File: src/logic/stl_cfg.svh
// offsets, field positions, reset values for the transmit level select block
`ifndef STL_CFG_SVH
`define STL_CFG_SVH

// per-quad register window: quad q starts at q * STL_QUAD_STRIDE
`define STL_QUAD_STRIDE      32'h0000_0010
`define STL_OFF_LANE_FIRST   4'h0
`define STL_OFF_LANE_SECOND  4'h4
`define STL_OFF_QUAD_CTL     4'h8
`define STL_OFF_LINK_CTL2    4'hc

// first lane register fields
`define STL_F_CDC_G1    3:0
`define STL_F_CDC_G2L   7:4
`define STL_F_CDC_G2H   11:8
`define STL_F_EQ_G1     15:12
`define STL_F_EQ_G2L    19:16
`define STL_F_EQ_G2H    23:20
`define STL_F_SLEW_G1   25:24
`define STL_F_FSLEW_G1  27:26
`define STL_F_SLEW_G2   29:28
`define STL_F_FSLEW_G2  31:30

// second lane register fields
`define STL_F_DRV_G1    4:0
`define STL_F_DRV_G2L   9:5
`define STL_F_DRV_G2H   14:10
`define STL_F_DRV_LSG1  18:15
`define STL_F_DRV_LSG2  22:19
`define STL_F_FDC_G1    25:23
`define STL_F_FDC_G2L   28:26
`define STL_F_FDC_G2H   31:29

// quad control and link control two fields
`define STL_F_LANE_SEL  1:0
`define STL_B_ALL_LANES 8
`define STL_F_MODE_RO   18:16
`define STL_F_MARGIN    2:0
`define STL_MARGIN_NORMAL 3'h0

// reset values of the lane, quad control and link control two registers
`define STL_RST_FIRST   32'h8a22_2333
`define STL_RST_SECOND  32'h9244_5294
`define STL_RST_QCTL    32'h0000_0100
`define STL_RST_LCTL2   32'h0000_0000

`endif

File: src/logic/stl_pkg.sv
// types shared by the transmit level select block
package stl_pkg;

	typedef enum logic [2:0] {
		STL_FS_G1,
		STL_FS_G2_LOW,
		STL_FS_G2_HIGH,
		STL_LS_G1,
		STL_LS_G2
	} stl_mode_t;

endpackage

File: src/logic/stl_tx_level_sel.sv
// per-quad, per-lane serdes transmit drive setting selection with apb registers
// Notes on behaviour
// - margin field at normal code: lane voltage comes from lane registers
// - other margin code: every lane of the port driven from margin field
// - each lane owns its own pair of lane control registers
// - merged port uses both quads' registers, or its margin on both quads
// - lane register writes go to one selected lane or all lanes
// - separate field sets for the three full-swing modes
// - low-swing modes use only drive level and slew fields
// - gen1 slew fields at 2.5 GT/s, gen2 slew at 5.0 GT/s
// - phy mode change switches lane settings to new mode's fields
// - lane registers reset to usable defaults and stay writable
// - parameter writes act immediately without any link retrain
// - nominal de-emphasis offset by coarse and fine steps per lane
// - first register slew, equalize, coarse de-emph; second fine, drive
// - merged port is even port plus next odd port over two quads
// - low swing is per link: all lanes of a port switch together
`timescale 1ns/1ps
`default_nettype none
`include "stl_cfg.svh"

module stl_tx_level_sel
	import stl_pkg::*;
#(
	parameter int NUM_QUADS = 8,
	parameter int LANES     = 4,
	parameter int AW        = 12
) (
	// clock and reset
	input  wire logic                     pclk,
	input  wire logic                     presetn,
	// apb slave
	input  wire logic                     psel,
	input  wire logic                     penable,
	input  wire logic                     pwrite,
	input  wire logic [AW-1:0]            paddr,
	input  wire logic [31:0]              pwdata,
	output logic      [31:0]              prdata,
	output logic                          pready,
	output logic                          pslverr,
	// phy state per port
	input  wire logic [NUM_QUADS-1:0]     phy_gen2,
	input  wire logic [NUM_QUADS-1:0]     phy_deemph_high,
	input  wire logic [NUM_QUADS-1:0]     phy_low_swing,
	input  wire logic [NUM_QUADS/2-1:0]   port_merged,
	// per-lane analog settings
	output logic [NUM_QUADS*LANES*5-1:0]  tx_drive_level,
	output logic [NUM_QUADS*LANES*4-1:0]  tx_coarse_deemph,
	output logic [NUM_QUADS*LANES*3-1:0]  tx_fine_deemph,
	output logic [NUM_QUADS*LANES*4-1:0]  tx_equalize,
	output logic [NUM_QUADS*LANES*2-1:0]  tx_coarse_slew,
	output logic [NUM_QUADS*LANES*2-1:0]  tx_fine_slew,
	output logic [NUM_QUADS*LANES-1:0]    tx_margin_override,
	output logic [NUM_QUADS*LANES*3-1:0]  tx_margin_level
);

	localparam int NL = NUM_QUADS * LANES;
	localparam int LSW = $clog2(LANES);
	// quad control reset word as a constant, so the async reset branch stays static
	localparam logic [31:0] QCTL_RST = `STL_RST_QCTL;

	// lane and per-quad storage
	logic [31:0]           lane_tx_ctl_first_q  [NL];
	logic [31:0]           lane_tx_ctl_second_q [NL];
	logic [LSW-1:0]        quad_lane_sel_q      [NUM_QUADS];
	logic                  quad_all_lanes_q     [NUM_QUADS];
	logic [2:0]            transmit_margin_field_q [NUM_QUADS];

	// decoded bus access
	logic                  acc_setup;
	logic                  acc_write;
	logic                  addr_hit;
	logic [AW-1:0]         quad_idx_w;
	logic [3:0]            reg_off;
	int unsigned           quad_idx;

	// quad q is driven by its own port, or by the even port when merged
	function automatic int unsigned owner_port(input int unsigned q,
		input logic [NUM_QUADS/2-1:0] merged);
		owner_port = q;
		if (merged[q/2]) begin
			owner_port = q & ~32'd1;
		end
	endfunction

	// phy mode of a port; high de-emphasis only exists at gen2
	function automatic stl_mode_t mode_of(input logic gen2, input logic high,
		input logic low_swing);
		if (low_swing) begin
			mode_of = gen2 ? STL_LS_G2 : STL_LS_G1;
		end else if (!gen2) begin
			mode_of = STL_FS_G1;
		end else begin
			mode_of = high ? STL_FS_G2_HIGH : STL_FS_G2_LOW;
		end
	endfunction

	assign acc_setup  = psel && !penable;
	assign acc_write  = psel && penable && pwrite && pready;
	assign quad_idx_w = paddr >> 4;
	assign quad_idx   = 32'(quad_idx_w);
	assign reg_off    = paddr[3:0];
	assign addr_hit   = (quad_idx < NUM_QUADS) && (paddr[1:0] == 2'b00);

	// zero wait state slave
	assign pready  = 1'b1;
	assign pslverr = psel && penable && !addr_hit;

	// lane registers: write to the selected lane or to all lanes of the quad
	genvar gl;
	generate
		for (gl = 0; gl < NL; gl++) begin : g_lane_regs
			localparam int Q = gl / LANES;
			localparam int L = gl % LANES;
			logic lane_wr;
			assign lane_wr = acc_write && addr_hit && (quad_idx == Q) &&
				(quad_all_lanes_q[Q] || (quad_lane_sel_q[Q] == LSW'(L)));

			always_ff @(posedge pclk or negedge presetn) begin
				if (!presetn) begin
					lane_tx_ctl_first_q[gl] <= `STL_RST_FIRST;
				end else if (lane_wr && reg_off == `STL_OFF_LANE_FIRST) begin
					lane_tx_ctl_first_q[gl] <= pwdata;
				end
			end

			always_ff @(posedge pclk or negedge presetn) begin
				if (!presetn) begin
					lane_tx_ctl_second_q[gl] <= `STL_RST_SECOND;
				end else if (lane_wr && reg_off == `STL_OFF_LANE_SECOND) begin
					lane_tx_ctl_second_q[gl] <= pwdata;
				end
			end
		end
	endgenerate

	// per-quad control and per-port margin registers
	genvar gq;
	generate
		for (gq = 0; gq < NUM_QUADS; gq++) begin : g_quad_regs
			logic q_wr;
			assign q_wr = acc_write && addr_hit && (quad_idx == gq);

			always_ff @(posedge pclk or negedge presetn) begin
				if (!presetn) begin
					quad_lane_sel_q[gq] <= LSW'(QCTL_RST[`STL_F_LANE_SEL]);
				end else if (q_wr && reg_off == `STL_OFF_QUAD_CTL) begin
					quad_lane_sel_q[gq] <= LSW'(pwdata[`STL_F_LANE_SEL]);
				end
			end

			// broadcast is the reset choice, so new defaults reach every lane at once
			always_ff @(posedge pclk or negedge presetn) begin
				if (!presetn) begin
					quad_all_lanes_q[gq] <= QCTL_RST[`STL_B_ALL_LANES];
				end else if (q_wr && reg_off == `STL_OFF_QUAD_CTL) begin
					quad_all_lanes_q[gq] <= pwdata[`STL_B_ALL_LANES];
				end
			end

			always_ff @(posedge pclk or negedge presetn) begin
				if (!presetn) begin
					transmit_margin_field_q[gq] <= `STL_MARGIN_NORMAL;
				end else if (q_wr && reg_off == `STL_OFF_LINK_CTL2) begin
					transmit_margin_field_q[gq] <= pwdata[`STL_F_MARGIN];
				end
			end
		end
	endgenerate

	// read data, taken in the setup cycle and held through access
	logic [31:0] rd_d;
	stl_mode_t   rd_mode;
	int unsigned rd_lane;
	int unsigned rd_own;

	always_comb begin
		rd_d    = 32'h0000_0000;
		rd_mode = STL_FS_G1;
		rd_lane = 0;
		rd_own  = 0;
		if (addr_hit) begin
			rd_lane = quad_idx * LANES + 32'(quad_lane_sel_q[quad_idx]);
			// odd quad of a merged port reports the mode of the even port
			rd_own  = owner_port(quad_idx, port_merged);
			rd_mode = mode_of(phy_gen2[rd_own], phy_deemph_high[rd_own],
				phy_low_swing[rd_own]);
			case (reg_off)
				`STL_OFF_LANE_FIRST:  rd_d = lane_tx_ctl_first_q[rd_lane];
				`STL_OFF_LANE_SECOND: rd_d = lane_tx_ctl_second_q[rd_lane];
				`STL_OFF_QUAD_CTL: begin
					rd_d[`STL_F_LANE_SEL]  = 2'(quad_lane_sel_q[quad_idx]);
					rd_d[`STL_B_ALL_LANES] = quad_all_lanes_q[quad_idx];
					rd_d[`STL_F_MODE_RO]   = rd_mode;
				end
				`STL_OFF_LINK_CTL2: rd_d[`STL_F_MARGIN] = transmit_margin_field_q[quad_idx];
				default: rd_d = 32'h0000_0000;
			endcase
		end
	end

	always_ff @(posedge pclk or negedge presetn) begin
		if (!presetn) begin
			prdata <= 32'h0000_0000;
		end else if (acc_setup && !pwrite) begin
			prdata <= rd_d;
		end
	end

	// per-lane selection of the field set for the current phy mode
	generate
		for (gl = 0; gl < NL; gl++) begin : g_lane_out
			localparam int Q = gl / LANES;
			logic [31:0] f;
			logic [31:0] s;
			int unsigned own;
			stl_mode_t   mode;
			logic [4:0]  drv_d;
			logic [3:0]  cdc_d;
			logic [2:0]  fdc_d;
			logic [3:0]  eq_d;
			logic [1:0]  slew_d;
			logic [1:0]  fslew_d;
			logic        ovr_d;
			logic [2:0]  lvl_d;

			assign f    = lane_tx_ctl_first_q[gl];
			assign s    = lane_tx_ctl_second_q[gl];
			assign own  = owner_port(Q, port_merged);
			assign mode = mode_of(phy_gen2[own], phy_deemph_high[own],
				phy_low_swing[own]);
			assign ovr_d = transmit_margin_field_q[own] != `STL_MARGIN_NORMAL;
			assign lvl_d = transmit_margin_field_q[own];

			// gen1 slew at 2.5 GT/s, gen2 slew at 5.0 GT/s
			assign slew_d  = phy_gen2[own] ? f[`STL_F_SLEW_G2] : f[`STL_F_SLEW_G1];
			assign fslew_d = phy_gen2[own] ? f[`STL_F_FSLEW_G2] : f[`STL_F_FSLEW_G1];

			always_comb begin
				drv_d = 5'h00;
				cdc_d = 4'h0;
				fdc_d = 3'h0;
				eq_d  = 4'h0;
				case (mode)
					STL_FS_G1: begin
						drv_d = s[`STL_F_DRV_G1];
						cdc_d = f[`STL_F_CDC_G1];
						fdc_d = s[`STL_F_FDC_G1];
						eq_d  = f[`STL_F_EQ_G1];
					end
					STL_FS_G2_LOW: begin
						drv_d = s[`STL_F_DRV_G2L];
						cdc_d = f[`STL_F_CDC_G2L];
						fdc_d = s[`STL_F_FDC_G2L];
						eq_d  = f[`STL_F_EQ_G2L];
					end
					STL_FS_G2_HIGH: begin
						drv_d = s[`STL_F_DRV_G2H];
						cdc_d = f[`STL_F_CDC_G2H];
						fdc_d = s[`STL_F_FDC_G2H];
						eq_d  = f[`STL_F_EQ_G2H];
					end
					// low swing: no de-emphasis, equalize and coarse unused
					STL_LS_G1: drv_d = {1'b0, s[`STL_F_DRV_LSG1]};
					STL_LS_G2: drv_d = {1'b0, s[`STL_F_DRV_LSG2]};
					default:   drv_d = 5'h00;
				endcase
			end

			// one flop stage so the analog side never sees decode glitches
			always_ff @(posedge pclk or negedge presetn) begin
				if (!presetn) begin
					tx_drive_level[gl*5 +: 5] <= 5'h00;
				end else begin
					tx_drive_level[gl*5 +: 5] <= drv_d;
				end
			end

			// coarse and fine move together, so a de-emphasis step never lands half done
			always_ff @(posedge pclk or negedge presetn) begin
				if (!presetn) begin
					tx_coarse_deemph[gl*4 +: 4] <= 4'h0;
					tx_fine_deemph[gl*3 +: 3]   <= 3'h0;
				end else begin
					tx_coarse_deemph[gl*4 +: 4] <= cdc_d;
					tx_fine_deemph[gl*3 +: 3]   <= fdc_d;
				end
			end

			always_ff @(posedge pclk or negedge presetn) begin
				if (!presetn) begin
					tx_equalize[gl*4 +: 4] <= 4'h0;
				end else begin
					tx_equalize[gl*4 +: 4] <= eq_d;
				end
			end

			// slew follows the rate only, so low swing keeps the slew of its rate
			always_ff @(posedge pclk or negedge presetn) begin
				if (!presetn) begin
					tx_coarse_slew[gl*2 +: 2] <= 2'h0;
					tx_fine_slew[gl*2 +: 2]   <= 2'h0;
				end else begin
					tx_coarse_slew[gl*2 +: 2] <= slew_d;
					tx_fine_slew[gl*2 +: 2]   <= fslew_d;
				end
			end

			// margin travels beside the register drive level; the analog side picks one
			always_ff @(posedge pclk or negedge presetn) begin
				if (!presetn) begin
					tx_margin_override[gl]     <= 1'b0;
					tx_margin_level[gl*3 +: 3] <= 3'h0;
				end else begin
					tx_margin_override[gl]     <= ovr_d;
					tx_margin_level[gl*3 +: 3] <= lvl_d;
				end
			end
		end
	endgenerate

endmodule

`default_nettype wire

File: config.mk
export PLATFORM = sky130hd
export DESIGN_NAME = stl_tx_level_sel
export DESIGN_NICKNAME = d
export VERILOG_FILES = /design/src/logic/stl_pkg.sv /design/src/logic/stl_tx_level_sel.sv
export VERILOG_INCLUDE_DIRS = /design/src /design/src/logic
export SDC_FILE = /design/constraint.sdc
export NUM_CORES = 2
export LEC_CHECK = 0
export BUFFER_PORTS_ARGS = -buffer_cell sky130_fd_sc_hd__buf_2
export CAP_MARGIN = 0
export CORE_UTILIZATION = 35
export DETAILED_ROUTE_END_ITERATION = 8
export MAX_ROUTING_LAYER = met4
export SYNTH_ARGS = -nofsm -noshare
export SYNTH_HDL_FRONTEND = slang
export SYNTH_SLANG_ARGS = --single-unit
export TNS_END_PERCENT = 50
File: constraint.sdc
create_clock -name pclk -period 3.6 [get_ports pclk]
set_input_delay 0.36 -clock pclk [delete_from_list [all_inputs] [get_ports pclk]]
set_output_delay 0.36 -clock pclk [all_outputs]
set_load 0.05 [all_outputs]
==> impl_metrics.prom <==
# TYPE chip_impl_metric gauge
chip_impl_info{name="status",value="finished with violations"} 1
chip_impl_info{name="violations",value="negative setup slack"} 1
chip_impl_info{name="root_buffer_selected_by_cts",value="sky130_fd_sc_hd__clkbuf_16"} 1
chip_impl_metric{name="vias",unit=""} 100000
chip_impl_metric{name="place.detailed.instances",unit=""} 16400
chip_impl_metric{name="worst_ep_arrival_time",unit="ps"} 4560
chip_impl_info{name="crit_type",value="reg -> reg"} 1
chip_impl_metric{name="drt.antenna.violating_nets",unit=""} 0
chip_impl_metric{name="maxCapViolCount",unit=""} 0
chip_impl_metric{name="yosys_warnings",unit=""} 0
chip_impl_metric{name="internal_power",unit="mW"} 54.3
chip_impl_info{name="yosys_most_used_dff",value="sky130_fd_sc_hd__dfrtp_1"} 1
chip_impl_metric{name="finalHoldViolCount",unit=""} 0
chip_impl_metric{name="share_clk_of_total_power",unit=""} 0.465
chip_impl_info{name="slowest_stage",value="sky130_fd_sc_hd__mux4_2"} 1
chip_impl_metric{name="clk_pin_slew_worst_paths",unit="ps"} 60
chip_impl_metric{name="critical_path.max_fanout",unit=""} 13
chip_impl_metric{name="synthAdderAreaFrac",unit=""} 0
chip_impl_metric{name="drc",unit=""} 0
chip_impl_info{name="unrepaired_setup_endpoints_after_global_routing",value="true"} 1
chip_impl_metric{name="power.leakage",unit="nW"} 76.0
chip_impl_metric{name="post_synth_inst_count",unit=""} 10700
chip_impl_metric{name="core_region_area",unit="um2"} 377000
chip_impl_info{name="cpMostUsedCell",value="sky130_fd_sc_hd__buf_12"} 1
chip_impl_metric{name="synth_compound_gate_area_share",unit=""} 0.0513
chip_impl_metric{name="overflow",unit=""} 0
chip_impl_metric{name="power-per-cell-area",unit="nW/um2"} 466
chip_impl_metric{name="clkLatencyLatePin",unit="ps"} 980
chip_impl_metric{name="postSynthRegisterBits",unit=""} 2800
chip_impl_metric{name="timing.max_slew.rel_slack",unit=""} 0.130
chip_impl_info{name="setup.worst_path.start_class",value="flop"} 1
chip_impl_metric{name="fin_tns_setup",unit="ps"} -207
chip_impl_metric{name="max_freq",unit="MHz"} 271
chip_impl_metric{name="netSwitchingPower",unit="mW"} 20.6
chip_impl_metric{name="synth_xor_xnor_area_share",unit=""} 0
chip_impl_metric{name="tritoncts.num_buffers",unit=""} 322
chip_impl_info{name="crit_chain",value="mux4_2 > o221a_4 > buf_12 > buf_12 > buf_12 > buf_4 > mux2i_1 > mux4_2 > a21oi_1 > buf_4 > a31oi_1 > o211ai_1"} 1
chip_impl_metric{name="synth-seq-area-share",unit=""} 0.535
chip_impl_metric{name="num_io_pins",unit=""} 879
chip_impl_metric{name="drive_gt1_frac",unit=""} 0.471
chip_impl_metric{name="drt_pass1_iterations",unit=""} 9
chip_impl_metric{name="placement_rows",unit=""} 225
chip_impl_metric{name="die-area",unit="um2"} 382000
chip_impl_metric{name="fin_skew",unit="ps"} 89.0
chip_impl_metric{name="regToRegSetupSlack",unit="ps"} -90
chip_impl_metric{name="syn-num-nets",unit=""} 10800
chip_impl_metric{name="final.fill_count",unit=""} 35200
chip_impl_metric{name="h-tree-depth",unit=""} 5
chip_impl_metric{name="dp_hpwl",unit="um"} 436000
chip_impl_metric{name="vdd_drop_max",unit="mV"} 0.341
chip_impl_metric{name="final-instance-count-excl-fill",unit=""} 17100
chip_impl_metric{name="worst_slew_pin_slew",unit="ps"} 1300
chip_impl_metric{name="timing.final.max_slew_violations",unit=""} 0
chip_impl_metric{name="share_comb_of_total_power",unit=""} 0.109
chip_impl_metric{name="antenna_violations_before_repair",unit=""} 133
chip_impl_metric{name="wire_length_of_the_first_global_routing_pass",unit="um"} 816000
chip_impl_metric{name="critPathMaxStageDelay",unit="ps"} 540
chip_impl_metric{name="timing.final.crit_period",unit="ps"} 3690
chip_impl_metric{name="ctsLongestPathBuffers",unit=""} 4
chip_impl_metric{name="gr-usage-all-layers",unit=""} 0.315
chip_impl_metric{name="dpl_worst_slack",unit="ps"} -725
chip_impl_info{name="dominant_combinational_cell_family_by_area_after_synthesis",value="multiplexers"} 1
chip_impl_metric{name="worst_ep_required_time",unit="ps"} 4480
chip_impl_metric{name="detail_route.vias_per_cell",unit=""} 5.85
chip_impl_metric{name="synthesis.area_per_instance",unit="um2"} 12.4
chip_impl_metric{name="synth.distinct_cells",unit=""} 55
chip_impl_metric{name="layout-area-overhead-vs-synth",unit="%"} 21.0
chip_impl_metric{name="gp_congestion",unit=""} 1.04
chip_impl_metric{name="io_buffers",unit=""} 877
chip_impl_info{name="clock_tree_from_tritoncts",value="yes"} 1
chip_impl_metric{name="synthSimpleGateAreaFrac",unit=""} 0.0750
chip_impl_metric{name="routed_wirelength",unit="um"} 600000
chip_impl_metric{name="clock_sinks",unit=""} 2800
chip_impl_metric{name="setup-violations-final",unit=""} 7
chip_impl_metric{name="timing.final.crit_share",unit=""} 1.02
chip_impl_metric{name="postLayoutSetupSlackWorst",unit="ps"} -85.2
chip_impl_metric{name="grt_pass1_vias",unit=""} 95100
chip_impl_info{name="endpoint_kind",value="flop"} 1
chip_impl_metric{name="start_util",unit=""} 0.353
chip_impl_metric{name="synth_edf_count",unit=""} 0
chip_impl_metric{name="sw_frac_of_total",unit=""} 0.275
chip_impl_metric{name="synth_async_sr_flop_share",unit=""} 1.00
chip_impl_metric{name="synthesis.area",unit="um2"} 133000
chip_impl_metric{name="post_drt_wl_per_cell",unit="um"} 35.0
chip_impl_metric{name="drc_marker_count_from_the_first_detailed_route_iteration",unit=""} 13300
chip_impl_metric{name="nNetsFinal",unit=""} 11900
chip_impl_info{name="hold_path_class",value="in -> reg"} 1
chip_impl_metric{name="yosys-mux-area-fraction",unit=""} 0.301
chip_impl_metric{name="fp.dieW",unit="um"} 618
chip_impl_metric{name="grt_max_degree",unit=""} 130
chip_impl_metric{name="hold_slack",unit="ps"} 37.9
chip_impl_metric{name="die_h",unit="um"} 618
chip_impl_metric{name="share_seq_of_total_power",unit=""} 0.426
cell usage in the layout (no fill, tap or decap), types with 11 or more instances in the layout:
| cell | instances |
|---|---|
| sky130_fd_sc_hd__a21oi_1 | 98 |
| sky130_fd_sc_hd__buf_12 | 207 |
| sky130_fd_sc_hd__o211ai_1 | 20 |
| sky130_fd_sc_hd__a211oi_1 | 415 |
| sky130_fd_sc_hd__clkinvlp_4 | 15 |
| sky130_fd_sc_hd__nor2_2 | 17 |
| sky130_fd_sc_hd__dfstp_2 | 744 |
| sky130_fd_sc_hd__and3_1 | 67 |
| sky130_fd_sc_hd__inv_6 | 13 |
| sky130_fd_sc_hd__buf_2 | 841 |
| sky130_fd_sc_hd__a32oi_1 | 12 |
| sky130_fd_sc_hd__clkinv_2 | 57 |
| sky130_fd_sc_hd__dfrtp_1 | 2055 |
| sky130_fd_sc_hd__a31oi_1 | 127 |
| sky130_fd_sc_hd__a31oi_2 | 11 |
| sky130_fd_sc_hd__buf_4 | 771 |
| sky130_fd_sc_hd__a21o_1 | 66 |
| sky130_fd_sc_hd__nand2_1 | 1323 |
| sky130_fd_sc_hd__diode_2 | 85 |
| sky130_fd_sc_hd__mux2_2 | 2225 |
| sky130_fd_sc_hd__clkbuf_16 | 333 |
| sky130_fd_sc_hd__clkbuf_1 | 72 |
| sky130_fd_sc_hd__mux4_2 | 226 |
| sky130_fd_sc_hd__bufinv_16 | 30 |
| sky130_fd_sc_hd__clkbuf_8 | 64 |
| sky130_fd_sc_hd__nor2_1 | 422 |
| sky130_fd_sc_hd__o21ai_1 | 25 |
| sky130_fd_sc_hd__inv_1 | 17 |
| sky130_fd_sc_hd__a221o_1 | 40 |
| sky130_fd_sc_hd__nand3_1 | 477 |
| sky130_fd_sc_hd__o21ai_0 | 27 |
| sky130_fd_sc_hd__nor2_4 | 38 |
| sky130_fd_sc_hd__a221oi_1 | 66 |
| sky130_fd_sc_hd__mux2i_1 | 963 |
worst max-delay path, delay by kind of cell (launching register included):
| kind | cells | cell delay [ps] |
|---|---|---|
| mux | 3 | 1200 |
| buf+inv | 5 | 860 |
| compound gates | 4 | 1060 |
| flops | 1 | 420 |
registers in the layout (all words and copies together), names as in the netlist, 16 cells and up:
register / count
tx_coarse_deemph: 128
g_lane_out.s: 1024
prdata: 32
g_lane_out.f: 1024
tx_equalize: 128
quad_lane_sel_q: 16
transmit_margin_field_q: 24
tx_margin_level: 24
tx_drive_level: 160
tx_coarse_slew: 64
tx_fine_slew: 64
tx_fine_deemph: 96
kinds of logic after synthesis:
logic type,count (synthesis)
AO/OA/AOI/OAI,951
buffers and inverters,1105
flip-flops,2800
multiplexers,3430
other,1
AND/OR/NAND/NOR,2411
cells in the mapped netlist (5+ instances only):
| library cell | count | share of area |
|---|---|---|
| sky130_fd_sc_hd__o21bai_1 | 7 | 0.00040 |
| sky130_fd_sc_hd__buf_6 | 23 | 0.0020 |
| sky130_fd_sc_hd__nand4_1 | 7 | 0.00033 |
| sky130_fd_sc_hd__a22oi_1 | 8 | 0.00045 |
| sky130_fd_sc_hd__inv_1 | 18 | 0.00051 |
| sky130_fd_sc_hd__a21oi_1 | 100 | 0.0038 |
| sky130_fd_sc_hd__nand2_1 | 1326 | 0.037 |
| sky130_fd_sc_hd__a21o_1 | 66 | 0.0037 |
| sky130_fd_sc_hd__buf_1 | 148 | 0.0042 |
| sky130_fd_sc_hd__nor2_1 | 477 | 0.013 |
| sky130_fd_sc_hd__and2_1 | 5 | 0.00024 |
| sky130_fd_sc_hd__a31oi_1 | 139 | 0.0065 |
| sky130_fd_sc_hd__nand2b_1 | 6 | 0.00028 |
| sky130_fd_sc_hd__clkbuf_1 | 599 | 0.017 |
| sky130_fd_sc_hd__o21ai_1 | 25 | 0.00094 |
| sky130_fd_sc_hd__a221oi_1 | 66 | 0.0044 |
| sky130_fd_sc_hd__dfstp_2 | 744 | 0.15 |
| sky130_fd_sc_hd__dfrtp_1 | 2056 | 0.39 |
| sky130_fd_sc_hd__nand3_1 | 486 | 0.018 |
| sky130_fd_sc_hd__o21ai_0 | 27 | 0.0010 |
| sky130_fd_sc_hd__a32oi_1 | 14 | 0.00092 |
| sky130_fd_sc_hd__or3_1 | 9 | 0.00042 |
| sky130_fd_sc_hd__mux2_2 | 2230 | 0.19 |
| sky130_fd_sc_hd__buf_2 | 184 | 0.0069 |
| sky130_fd_sc_hd__a211oi_1 | 423 | 0.024 |
| sky130_fd_sc_hd__a221o_1 | 40 | 0.0030 |
| sky130_fd_sc_hd__o211ai_1 | 20 | 0.0011 |
| sky130_fd_sc_hd__mux2i_1 | 974 | 0.073 |
| sky130_fd_sc_hd__and3_1 | 69 | 0.0033 |
| sky130_fd_sc_hd__mux4_2 | 226 | 0.038 |
| sky130_fd_sc_hd__buf_4 | 130 | 0.0073 |
| sky130_fd_sc_hd__nor3_1 | 10 | 0.00038 |
through the flow:
step / power [mW] / area [um2] / util
2_1_floorplan: 36.0 / 133000 / -
3_3_place_gp: 40.3 / 149000 / 0.395
3_5_place_dp: 40.3 / 149000 / 0.395
4_1_cts: 75.1 / 160000 / 0.425
5_1_grt: 76.6 / 161000 / 0.426
6_report: 74.9 / 161000 / 0.427
power groups by stage:
| stage | sequential, mW | clock, mW | combinational, mW |
|---|---|---|---|
| after CTS | 31.9 | 35.2 | 7.97 |
| after floorplan | 33.3 | 0 | 2.63 |
| final | 31.9 | 34.8 | 8.19 |
| after global placement | 32.4 | 0 | 7.92 |
| after detailed placement | 32.4 | 0 | 7.92 |
| after global routing | 31.9 | 36.4 | 8.32 |
timing repair:
action / CTS / global route
setup endpoints to repair: 8 / 18
gates cloned: 0 / 3
endpoints found under the hold margin: 245 / 0
hold buffers: 9 / 0
pin swaps: 1 / 4
resized for setup: 16 / 35
buffers inserted: 2 / 8
metal layers:
metal,up-vias,global-route usage,wire length [um]
li1,40500,-,-
met1,52300,0.420,243000
met2,6235,0.433,250000
met3,1220,0.0767,63100
met4,0,0.188,44000
met5,-,-,0
cell type report:
cell class                      count  area (um2)  share of cell area
Clock inverter                    134        1700              0.0106
Inverter                           19        80.1            0.000498
Antenna cell                       85         213             0.00132
Sequential cell                  2800       71000               0.442
Multi-Input combinational cell   6793       57500               0.358
Clock buffer                      465        9400              0.0585
Tap cell                         4994        6250              0.0389
Timing Repair Buffer             1846       14600              0.0907
worst paths after layout:
kind                                                    startpoint                               end  cells past startpoint
hold reg to reg            transmit_margin_field_q[23]$_DFFE_PN0P_     tx_margin_level[11]$_DFF_PN0_                      0
setup reg to reg                    quad_lane_sel_q[7]$_DFFE_PN0P_            prdata[15]$_DFFE_PN0P_                     12
hold / removal                                          pwdata[27]   g_lane_out[0].f[27]$_DFFE_PN1P_                      2
max in group asynchronous                                  presetn  g_lane_out[13].f[25]$_DFFE_PN1P_                      4
min in group asynchronous                                  presetn  g_lane_out[17].f[26]$_DFFE_PN0P_                      2
setup / recovery                    quad_lane_sel_q[7]$_DFFE_PN0P_            prdata[15]$_DFFE_PN0P_                     12
Note: power is estimated with default switching activity, not from simulation.
